--- src/verilog/mtf_pkg.sv ---
// Constants and types shared by the MPC training block
package mtf_pkg;
   // Register byte offsets
   localparam logic [7:0] REG_PATTERN = 8'h00;
   localparam logic [7:0] REG_INVERT = 8'h04;
   localparam logic [7:0] REG_MODE = 8'h08;
   localparam logic [7:0] REG_LAT = 8'h0c;
   localparam logic [7:0] REG_STAT = 8'h10;
   // Reset values
   localparam logic [7:0] FIRST_PAT_RST = 8'h5a;
   localparam logic [7:0] SECOND_PAT_RST = 8'h3c;
   localparam logic [7:0] MASK_RST = 8'h55;
   localparam logic [7:0] MODE_RST = 8'h80;
   localparam logic [5:0] RL_RST = 6'h06;
   localparam logic [5:0] WL_RST = 6'h04;
   // Mode register fields
   localparam int MODE_BL_LSB = 0;
   localparam int MODE_ODT_LSB = 2;
   localparam int MODE_WDBI = 5;
   localparam int MODE_RDBI = 6;
   localparam int MODE_DM_DIS = 7;
   // Latency register fields
   localparam int LAT_RL_LSB = 0;
   localparam int LAT_WL_LSB = 8;
   // Status register fields
   localparam int STAT_WPTR_LSB = 0;
   localparam int STAT_RPTR_LSB = 4;
   localparam int STAT_OSC = 8;
   localparam int STAT_BUSY = 9;
   localparam int STAT_ERR = 10;
   // Multipurpose operand codes
   localparam logic [6:0] OPC_RD_FIFO = 7'h41;
   localparam logic [6:0] OPC_CAL_RD = 7'h43;
   localparam logic [6:0] OPC_WR_FIFO = 7'h47;
   localparam logic [6:0] OPC_OSC_ON = 7'h4b;
   localparam logic [6:0] OPC_OSC_OFF = 7'h4d;
   localparam logic [6:0] OPC_ZQ_BEGIN = 7'h4f;
   localparam logic [6:0] OPC_ZQ_APPLY = 7'h51;
   // Training burst and FIFO sizes
   localparam int BURST_BEATS = 16;
   localparam int FIFO_ENTRIES = 5;

   typedef enum logic [1:0] {KIND_NONE, KIND_MPC, KIND_CAS2, KIND_OTHER} mtf_kind_e;
   typedef enum logic [1:0] {ST_IDLE, ST_NEED_CAS2, ST_LATENCY, ST_BURST} mtf_state_e;
   typedef enum logic [1:0] {OP_WR_FIFO, OP_RD_FIFO, OP_CAL_RD} mtf_op_e;

   typedef struct packed {
      mtf_kind_e kind;
      logic [6:0] operand;
   } mtf_cmd_s;

   typedef struct packed {
      logic [1:0] dmi;
      logic [15:0] dq;
   } mtf_beat_s;
endpackage

--- src/verilog/mtf_top.sv ---
// MPC training command decoder, training FIFO and calibration pattern
//
// Added by the designer: the address map and the APB register port.
`timescale 1ns/10ps
module mtf_top (
   input wire logic pclk,
   input wire logic presetn,
   input wire logic psel,
   input wire logic penable,
   input wire logic pwrite,
   input wire logic [7:0] paddr,
   input wire logic [31:0] pwdata,
   output logic [31:0] prdata,
   output logic pready,
   output logic pslverr,
   input wire logic cke,
   input wire logic pd_entry,
   input wire mtf_pkg::mtf_cmd_s cmd,
   input wire mtf_pkg::mtf_beat_s wr_beat_in,
   output mtf_pkg::mtf_beat_s rd_beat_out,
   output logic dq_oe_n,
   output logic dmi_oe_n,
   output logic osc_run,
   output logic zq_begin,
   output logic zq_apply
);
   logic [7:0] first_pattern_byte_q;
   logic [7:0] second_pattern_byte_q;
   logic [7:0] invert_mask_low_byte_q;
   logic [7:0] invert_mask_high_byte_q;
   logic [7:0] mode_q;
   logic [5:0] rl_q;
   logic [5:0] wl_q;
   logic err_q;
   logic [31:0] prdata_q;
   logic pslverr_q;
   mtf_pkg::mtf_state_e state_q;
   mtf_pkg::mtf_op_e op_q;
   logic [5:0] lat_q;
   logic [3:0] beat_q;
   logic osc_run_q;
   logic zq_begin_q;
   logic zq_apply_q;
   mtf_pkg::mtf_beat_s out_q;
   logic dq_oe_n_q;
   logic dmi_oe_n_q;
   logic setup;
   logic wr_acc;
   logic mapped;
   logic mpc;
   logic train_mpc;
   logic cas2_ok;
   logic abandon;
   logic err_set;
   logic fifo_wr;
   logic fifo_rd_last;
   logic last_beat;
   logic pat_bit;
   logic dmi_en;
   logic [15:0] mask;
   logic [15:0] cal_dq;
   mtf_pkg::mtf_beat_s fifo_rd;
   logic [2:0] wr_ptr;
   logic [2:0] rd_ptr;

   // APB decode, zero wait states
   assign setup = psel && !penable;
   assign wr_acc = psel && penable && pwrite;
   assign mapped = (paddr == mtf_pkg::REG_PATTERN) || (paddr == mtf_pkg::REG_INVERT) ||
                   (paddr == mtf_pkg::REG_MODE) || (paddr == mtf_pkg::REG_LAT) ||
                   (paddr == mtf_pkg::REG_STAT);
   assign pready = 1'b1;

   always_ff @(posedge pclk or negedge presetn) begin
      if (!presetn) begin
         prdata_q <= 32'h0;
         pslverr_q <= 1'b0;
      end else if (setup) begin
         pslverr_q <= !mapped;
         prdata_q <= 32'h0;
         if (!pwrite) begin
            case (paddr)
               mtf_pkg::REG_PATTERN: prdata_q <= {16'h0, second_pattern_byte_q, first_pattern_byte_q};
               mtf_pkg::REG_INVERT: prdata_q <= {16'h0, invert_mask_high_byte_q, invert_mask_low_byte_q};
               mtf_pkg::REG_MODE: prdata_q <= {24'h0, mode_q};
               mtf_pkg::REG_LAT: prdata_q <= {18'h0, wl_q, 2'h0, rl_q};
               mtf_pkg::REG_STAT: prdata_q <= {21'h0, err_q, state_q != mtf_pkg::ST_IDLE, osc_run_q,
                                               1'b0, rd_ptr, 1'b0, wr_ptr};
               default: prdata_q <= 32'h0;
            endcase
         end
      end
   end

   assign prdata = prdata_q;
   assign pslverr = pslverr_q;

   // Pattern and mask bytes
   always_ff @(posedge pclk or negedge presetn) begin
      if (!presetn) begin
         first_pattern_byte_q <= mtf_pkg::FIRST_PAT_RST;
         second_pattern_byte_q <= mtf_pkg::SECOND_PAT_RST;
         invert_mask_low_byte_q <= mtf_pkg::MASK_RST;
         invert_mask_high_byte_q <= mtf_pkg::MASK_RST;
      end else if (wr_acc && paddr == mtf_pkg::REG_PATTERN) begin
         first_pattern_byte_q <= pwdata[7:0];
         second_pattern_byte_q <= pwdata[15:8];
      end else if (wr_acc && paddr == mtf_pkg::REG_INVERT) begin
         invert_mask_low_byte_q <= pwdata[7:0];
         invert_mask_high_byte_q <= pwdata[15:8];
      end
   end

   // Mode and latency settings
   always_ff @(posedge pclk or negedge presetn) begin
      if (!presetn) begin
         mode_q <= mtf_pkg::MODE_RST;
         rl_q <= mtf_pkg::RL_RST;
         wl_q <= mtf_pkg::WL_RST;
      end else if (wr_acc && paddr == mtf_pkg::REG_MODE) begin
         mode_q <= pwdata[7:0];
      end else if (wr_acc && paddr == mtf_pkg::REG_LAT) begin
         rl_q <= pwdata[mtf_pkg::LAT_RL_LSB +: 6];
         wl_q <= pwdata[mtf_pkg::LAT_WL_LSB +: 6];
      end
   end

   // Sticky protocol error; a new event beats the clear
   always_ff @(posedge pclk or negedge presetn) begin
      if (!presetn) begin
         err_q <= 1'b0;
      end else if (err_set) begin
         err_q <= 1'b1;
      end else if (wr_acc && paddr == mtf_pkg::REG_STAT && pwdata[mtf_pkg::STAT_ERR]) begin
         err_q <= 1'b0;
      end
   end

   // Command decode; cke low blocks all MPCs
   assign mpc = cmd.kind == mtf_pkg::KIND_MPC && cke;
   assign train_mpc = mpc && cmd.operand[6] &&
                      (cmd.operand == mtf_pkg::OPC_RD_FIFO || cmd.operand == mtf_pkg::OPC_WR_FIFO ||
                       cmd.operand == mtf_pkg::OPC_CAL_RD);
   assign cas2_ok = cmd.kind == mtf_pkg::KIND_CAS2 && cmd.operand == 7'h0;
   assign abandon = state_q == mtf_pkg::ST_NEED_CAS2 && cmd.kind != mtf_pkg::KIND_NONE && !cas2_ok;
   assign err_set = abandon || (train_mpc && state_q != mtf_pkg::ST_IDLE);
   assign last_beat = beat_q == 4'(mtf_pkg::BURST_BEATS - 1);

   // Training sequencer
   always_ff @(posedge pclk or negedge presetn) begin
      if (!presetn) begin
         state_q <= mtf_pkg::ST_IDLE;
         op_q <= mtf_pkg::OP_WR_FIFO;
         lat_q <= 6'h0;
         beat_q <= 4'h0;
      end else begin
         case (state_q)
            mtf_pkg::ST_IDLE: begin
               if (train_mpc) begin
                  state_q <= mtf_pkg::ST_NEED_CAS2;
                  case (cmd.operand)
                     mtf_pkg::OPC_RD_FIFO: op_q <= mtf_pkg::OP_RD_FIFO;
                     mtf_pkg::OPC_CAL_RD: op_q <= mtf_pkg::OP_CAL_RD;
                     default: op_q <= mtf_pkg::OP_WR_FIFO;
                  endcase
               end
            end
            mtf_pkg::ST_NEED_CAS2: begin
               if (cas2_ok) begin
                  // Count starts at the CAS-2 second edge
                  state_q <= mtf_pkg::ST_LATENCY;
                  lat_q <= (op_q == mtf_pkg::OP_WR_FIFO) ? wl_q : rl_q;
               end else if (abandon) begin
                  state_q <= mtf_pkg::ST_IDLE;
               end
            end
            mtf_pkg::ST_LATENCY: begin
               if (lat_q <= 6'h1) begin
                  state_q <= mtf_pkg::ST_BURST;
                  beat_q <= 4'h0;
               end else begin
                  lat_q <= lat_q - 6'h1;
               end
            end
            mtf_pkg::ST_BURST: begin
               // Fixed sixteen beats, burst length field unused
               beat_q <= beat_q + 4'h1;
               if (last_beat) begin
                  state_q <= mtf_pkg::ST_IDLE;
               end
            end
            default: state_q <= mtf_pkg::ST_IDLE;
         endcase
      end
   end

   // Oscillator and impedance calibration; reserved codes fall through
   always_ff @(posedge pclk or negedge presetn) begin
      if (!presetn) begin
         osc_run_q <= 1'b0;
         zq_begin_q <= 1'b0;
         zq_apply_q <= 1'b0;
      end else begin
         zq_begin_q <= mpc && cmd.operand == mtf_pkg::OPC_ZQ_BEGIN;
         zq_apply_q <= mpc && cmd.operand == mtf_pkg::OPC_ZQ_APPLY;
         if (mpc && cmd.operand == mtf_pkg::OPC_OSC_ON) begin
            osc_run_q <= 1'b1;
         end else if (mpc && cmd.operand == mtf_pkg::OPC_OSC_OFF) begin
            osc_run_q <= 1'b0;
         end
      end
   end

   assign osc_run = osc_run_q;
   assign zq_begin = zq_begin_q;
   assign zq_apply = zq_apply_q;

   // Training FIFO
   assign fifo_wr = state_q == mtf_pkg::ST_BURST && op_q == mtf_pkg::OP_WR_FIFO;
   assign fifo_rd_last = state_q == mtf_pkg::ST_BURST && op_q == mtf_pkg::OP_RD_FIFO && last_beat;

   mtf_train_fifo #(
      .DEPTH(mtf_pkg::FIFO_ENTRIES),
      .BEATS(mtf_pkg::BURST_BEATS)
   ) u_fifo (
      .pclk(pclk),
      .presetn(presetn),
      .ptr_clr(pd_entry),
      .wr_en(fifo_wr),
      .wr_last(last_beat),
      .wr_beat(beat_q),
      .wr_data(wr_beat_in),
      .rd_last(fifo_rd_last),
      .rd_beat(beat_q),
      .rd_data(fifo_rd),
      .wr_ptr(wr_ptr),
      .rd_ptr(rd_ptr)
   );

   // Calibration pattern, low bit first, per-pin inversion on DQ only
   assign pat_bit = beat_q[3] ? second_pattern_byte_q[beat_q[2:0]] : first_pattern_byte_q[beat_q[2:0]];
   assign mask = {invert_mask_high_byte_q, invert_mask_low_byte_q};

   genvar gi;
   generate
      for (gi = 0; gi < 16; gi++) begin : g_cal
         assign cal_dq[gi] = pat_bit ^ mask[gi];
      end
   endgenerate

   assign dmi_en = mode_q[mtf_pkg::MODE_WDBI] || mode_q[mtf_pkg::MODE_RDBI] || !mode_q[mtf_pkg::MODE_DM_DIS];

   // Read data pins
   always_ff @(posedge pclk or negedge presetn) begin
      if (!presetn) begin
         out_q <= '0;
         dq_oe_n_q <= 1'b1;
         dmi_oe_n_q <= 1'b1;
      end else if (state_q == mtf_pkg::ST_BURST && op_q == mtf_pkg::OP_CAL_RD) begin
         out_q <= {{2{pat_bit}}, cal_dq};
         dq_oe_n_q <= 1'b0;
         dmi_oe_n_q <= 1'b0;
      end else if (state_q == mtf_pkg::ST_BURST && op_q == mtf_pkg::OP_RD_FIFO) begin
         out_q <= fifo_rd;
         dq_oe_n_q <= 1'b0;
         dmi_oe_n_q <= !dmi_en;
      end else begin
         out_q <= '0;
         dq_oe_n_q <= 1'b1;
         dmi_oe_n_q <= 1'b1;
      end
   end

   assign rd_beat_out = out_q;
   assign dq_oe_n = dq_oe_n_q;
   assign dmi_oe_n = dmi_oe_n_q;
endmodule

--- src/verilog/mtf_train_fifo.sv ---
// Training FIFO storage with wrapping write and read pointers
`timescale 1ns/10ps
module mtf_train_fifo #(
   parameter int DEPTH = mtf_pkg::FIFO_ENTRIES,
   parameter int BEATS = mtf_pkg::BURST_BEATS
) (
   input wire logic pclk,
   input wire logic presetn,
   input wire logic ptr_clr,
   input wire logic wr_en,
   input wire logic wr_last,
   input wire logic [$clog2(BEATS)-1:0] wr_beat,
   input wire mtf_pkg::mtf_beat_s wr_data,
   input wire logic rd_last,
   input wire logic [$clog2(BEATS)-1:0] rd_beat,
   output mtf_pkg::mtf_beat_s rd_data,
   output logic [2:0] wr_ptr,
   output logic [2:0] rd_ptr
);
   mtf_pkg::mtf_beat_s mem [DEPTH][BEATS];
   logic [2:0] wr_ptr_q;
   logic [2:0] rd_ptr_q;

   // Unwritten entries hold whatever is there
   always_ff @(posedge pclk) begin
      if (wr_en) begin
         mem[wr_ptr_q][wr_beat] <= wr_data;
      end
   end

   always_ff @(posedge pclk or negedge presetn) begin
      if (!presetn) begin
         wr_ptr_q <= 3'h0;
      end else if (ptr_clr) begin
         wr_ptr_q <= 3'h0;
      end else if (wr_en && wr_last) begin
         wr_ptr_q <= (wr_ptr_q == 3'(DEPTH - 1)) ? 3'h0 : wr_ptr_q + 3'h1;
      end
   end

   // Reads leave the contents intact
   always_ff @(posedge pclk or negedge presetn) begin
      if (!presetn) begin
         rd_ptr_q <= 3'h0;
      end else if (ptr_clr) begin
         rd_ptr_q <= 3'h0;
      end else if (rd_last) begin
         rd_ptr_q <= (rd_ptr_q == 3'(DEPTH - 1)) ? 3'h0 : rd_ptr_q + 3'h1;
      end
   end

   assign rd_data = mem[rd_ptr_q][rd_beat];
   assign wr_ptr = wr_ptr_q;
   assign rd_ptr = rd_ptr_q;
endmodule

--- config.mk ---
export PLATFORM = sky130hd
export DESIGN_NAME = mtf_top
export DESIGN_NICKNAME = d
export VERILOG_FILES = /design/src/verilog/mtf_pkg.sv /design/src/verilog/mtf_top.sv /design/src/verilog/mtf_train_fifo.sv
export SDC_FILE = /design/constraint.sdc
export NUM_CORES = 2
export LEC_CHECK = 0
export BUFFER_PORTS_ARGS = -buffer_cell sky130_fd_sc_hd__buf_4
export CAP_MARGIN = 5
export CORE_MARGIN = 3
export CORE_UTILIZATION = 40
export DETAILED_ROUTE_END_ITERATION = 6
export SLEW_MARGIN = 30
export SYNTH_ARGS = -nofsm -noshare
export SYNTH_HDL_FRONTEND = slang
export SYNTH_HIERARCHICAL = 1
export SYNTH_SLANG_ARGS = --single-unit
--- constraint.sdc ---
create_clock -name pclk -period 3.1 [get_ports pclk]
set_input_delay 0.62 -clock pclk [delete_from_list [all_inputs] [get_ports pclk]]
set_output_delay 0.62 -clock pclk [all_outputs]
set_load 0.02 [all_outputs]
==> results.md <==
* Setup CP Type: flop to flop
* Status: finished clean
* Commonest non-fill, non-tap cell in the layout: edfxtp_1
* RD Place Congestion at 0.845
* Die X at 400 um
* Std cell rows at 143
* Clock share of power at 0.441
* Synth cell types at 79
* Utilization after layout at 0.479
* Pins Over Slew Limit at 0
* Ratio of cells with drive above 1 in the final layout at 0.326
* Antenna viol nets, final at 0
* Net switching power at 8.28 mW
* Hold slack at 0.0693 ns
* R2r endpoint: rd_beat_out[9]$_DFF_PN0_
* Root buffer cell: clkbuf_16
* Internal Dissipation at 33.8 mW
* Die Ht at 400 um
* CTS max path bufs at 3
* Crit path launch type: flop
* GRT overflow at 0
* Vias in the first global route at 32400
* Highest-count cells in the layout ignoring fill and taps: 1440 x edfxtp_1, 390 x buf_4, 315 x mux4_2, 208 x mux2i_1, 166 x clkbuf_16
* Combinational Power Share at 0.014
* Layout Skew at 0.0273 ns
* Cell area after synthesis at 62000 um^2
* Initial Util at 0.405
* Crit path max fanout at 31
* Initial antenna violation count at 6
* Fmax achieved at 329 MHz
* Reg power frac at 0.545
* Static Leak at 24.1 nW
* Die area at 160000 um^2
* Setup Total Neg Slack at 0 ns
* #FFs+latches synth at 1553
* Register area share after synthesis at 0.743
* I/O pins at 131
* DRC Markers at 0
* Via density at 5.75
* Synth warn at 6
* Area after DPL at 67900 um^2
* Worst hold stages at 2
* MaxCap Viol Count at 0
* Number of synthesized flops with an enable pin at 1440
* Period utilization at 0.981
* Hold_sp: cmd[2]
* Worst hold path type: primary input to flop
* DP HPWL at 103 mm
* Worst-path clk slew at 0.06 ns
* FFs w/ async S/R, synth at 0.0728
* Synth Instances at 3145
* Flop2flop setup slack at 0.06 ns
* 1st-iter DRT viols at 3535
* Core ar. at 153000 um^2
* Via count at 33100
* Count of input and output buffers at 97
* CTS Sinks at 1553
* Routed Wire Length at 168 mm
* CTS buffer count at 157
* Tot Pwr at 42.0 mW
* Final min period at 3.04 ns
* Reg-to-Reg Start: u_fifo/rd_ptr[1]$_DFFE_PN0P_
* GRT Resource Usage Total at 0.210
* Max VDD drop at 0.000579 V
* Dominant synthesized flop cell: edfxtp_1
* Slew @ Worst Pin at 0.998 ns
* Unrepaired setup endpoints after global routing: true
* Layout filler cell count at 12600
* TritonRoute pass-1 iters at 5
* CTS tree: done
* Crit path required time at 3.76 ns
* Reg2Reg Depth at 10
* Final Cell Area at 73200 um^2
* First-pass GRT wire length at 239 mm
* Setup Viol. Count Final at 0
* H-tree depth at 4
* Synth-to-Final Area Change at 18.1%
* Routed WL per cell at 29.2 um
* Syn_area_per_cell at 19.7 um^2
* Max-slew headroom at 0.335
* Nets at 3682
* Setup crit end kind: flop
* Net Sw Frac at 0.197
* Pwr/cell area at 574 nW/um^2
* Arr. time, crit path at 3.70 ns
* Worst-Skew Late Latency at 0.78 ns
* Hold endpoint: op_q[1]$_DFFE_PN0P_
* Hold Vio Cnt, Final at 0
* Largest net degree at the start of global routing at 81
## cell type report
class,count,area (um^2),share of cell area
repair buffers,475,4540,0.0620
inverters,20,77.6,0.00106
clock inverters,81,762,0.0104
flip-flops and latches,1553,46100,0.630
diodes,3,7.51,0.000103
well taps,2030,2540,0.0347
clock buffers,197,4210,0.0575
multi-input cells,1394,15000,0.204
## cell families (layout without fill, tap and decap cells)
kind of cell / Yosys count / count (layout) / synth area share
and+or+nand+nor: 447 / 447 / 0.0343
AOI/OAI and AO/OA: 307 / 307 / 0.0348
other: 2 / 20 / 0.000121
DFF: 1553 / 1553 / 0.743
muxes: 600 / 600 / 0.163
xor gates and xnor gates: 16 / 16 / 0.00226
adders and majority gates: 7 / 7 / 0.00141
buffers and inverters: 213 / 773 / 0.0205
## metrics by stage
stage / worst slack [ns] / instances
6_report: 0.0602 / 5753
5_1_grt: -0.0208 / 5750
4_1_cts: -0.0110 / 5735
3_5_place_dp: -0.170 / 5450
3_3_place_gp: -0.174 / 5450
2_1_floorplan: 0.318 / 3160
## synthesized netlist by cell type, types with 5 or more instances
master / n / area share
a31oi_1: 13 / 0.0013
a21o_1: 5 / 0.00061
a2bb2oi_1: 9 / 0.0013
nor2_1: 140 / 0.0085
mux4_2: 315 / 0.11
buf_4: 57 / 0.0069
nor3b_1: 5 / 0.00061
and2_1: 8 / 0.00081
mux2_4: 10 / 0.0024
a221oi_1: 15 / 0.0021
o21ai_0: 39 / 0.0031
o221ai_1: 10 / 0.0014
dfrtp_1: 91 / 0.037
mux2i_1: 211 / 0.034
a22o_1: 10 / 0.0014
ha_1: 7 / 0.0014
nand2b_1: 6 / 0.00061
nor3_1: 34 / 0.0027
clkbuf_1: 53 / 0.0032
nor2b_1: 20 / 0.0020
a21oi_1: 53 / 0.0043
edfxtp_1: 1440 / 0.70
nand2_1: 130 / 0.0079
dfstp_2: 22 / 0.0093
nand3_1: 41 / 0.0033
o22ai_1: 18 / 0.0018
a22oi_1: 36 / 0.0044
o211ai_1: 22 / 0.0027
and3_1: 26 / 0.0026
a32oi_1: 13 / 0.0018
buf_1: 7 / 0.00042
nand4_1: 7 / 0.00071
inv_1: 16 / 0.00097
xor2_1: 16 / 0.0023
buf_2: 53 / 0.0043
buf_6: 19 / 0.0035
or3_1: 5 / 0.00050
mux2_2: 61 / 0.011
a211oi_1: 24 / 0.0029
## routing by layer
layer  wire length, um  GRT usage  part of all wire
met5                13          0          0.000077
met2             79000      0.326              0.47
met3             13200     0.0390             0.079
met1             71400      0.303              0.43
met4              4250     0.0609             0.025
## registers in the layout, summed over array words and instances, names as in the netlist, named ones only
name,count
rd_beat_out,18
err_q,1
u_fifo/rd_ptr,3
second_pattern_byte_q,8
wl_q,6
rl_q,6
u_fifo/mem,1440
zq_begin,1
state_q,1
beat_q,4
mode_q,8
first_pattern_byte_q,8
invert_mask_high_byte_q,8
zq_apply,1
dmi_oe_n,1
invert_mask_low_byte_q,8
op_q,2
lat_q,6
osc_run,1
u_fifo/wr_ptr,3
pslverr,1
prdata,16
dq_oe_n,1
## critical path, cell delays in order, from the launching register on
cell      delay, ns
dfrtp_4        0.54
buf_4          0.17
buf_12         0.23
mux4_2         0.53
nand3_1        0.09
nand3_1        0.22
buf_4          0.24
o211ai_1       0.38
o41ai_1        0.26
nand2_1        0.12
o211ai_1       0.08
## power by group through the flow
stage                     Clock, mW  Combinational [mW]  Sequential, mW
final                          18.5               0.595            22.9
after global routing           19.7               0.647            22.9
after CTS                      18.9               0.602            22.9
after detailed placement          0               0.601            23.4
after global placement            0               0.581            23.4
after floorplan                   0               0.113            23.4
## worst max-delay path by stage
stage / from / to / slack (ns) / cells past startpoint
5_1_grt: u_fifo/rd_ptr[0]$_DFFE_PN0P_ / rd_beat_out[14]$_DFF_PN0_ / -0.02 / 11
3_3_place_gp: u_fifo/rd_ptr[0]$_DFFE_PN0P_ / rd_beat_out[10]$_DFF_PN0_ / -0.17 / 9
2_1_floorplan: state_q[0]$_DFFE_PN0P_ / u_fifo/mem[0][216]$_DFFE_PP_ / 0.32 / 6
6_report: u_fifo/rd_ptr[1]$_DFFE_PN0P_ / rd_beat_out[9]$_DFF_PN0_ / 0.06 / 10
3_5_place_dp: u_fifo/rd_ptr[0]$_DFFE_PN0P_ / rd_beat_out[10]$_DFF_PN0_ / -0.17 / 9
4_1_cts: u_fifo/rd_ptr[0]$_DFFE_PN0P_ / rd_beat_out[1]$_DFF_PN0_ / -0.01 / 12
## timing repair
action                                  in CTS  in global routing
hold buffers                                 2                  0
hold endpoints to repair                    39                  0
pin swaps                                    0                  1
gates cloned                                 0                  3
endpoints found under the setup margin       6                 15
buffers inserted                             5                 12
resized for setup                            5                 16
(Power assumes the default switching activity.)
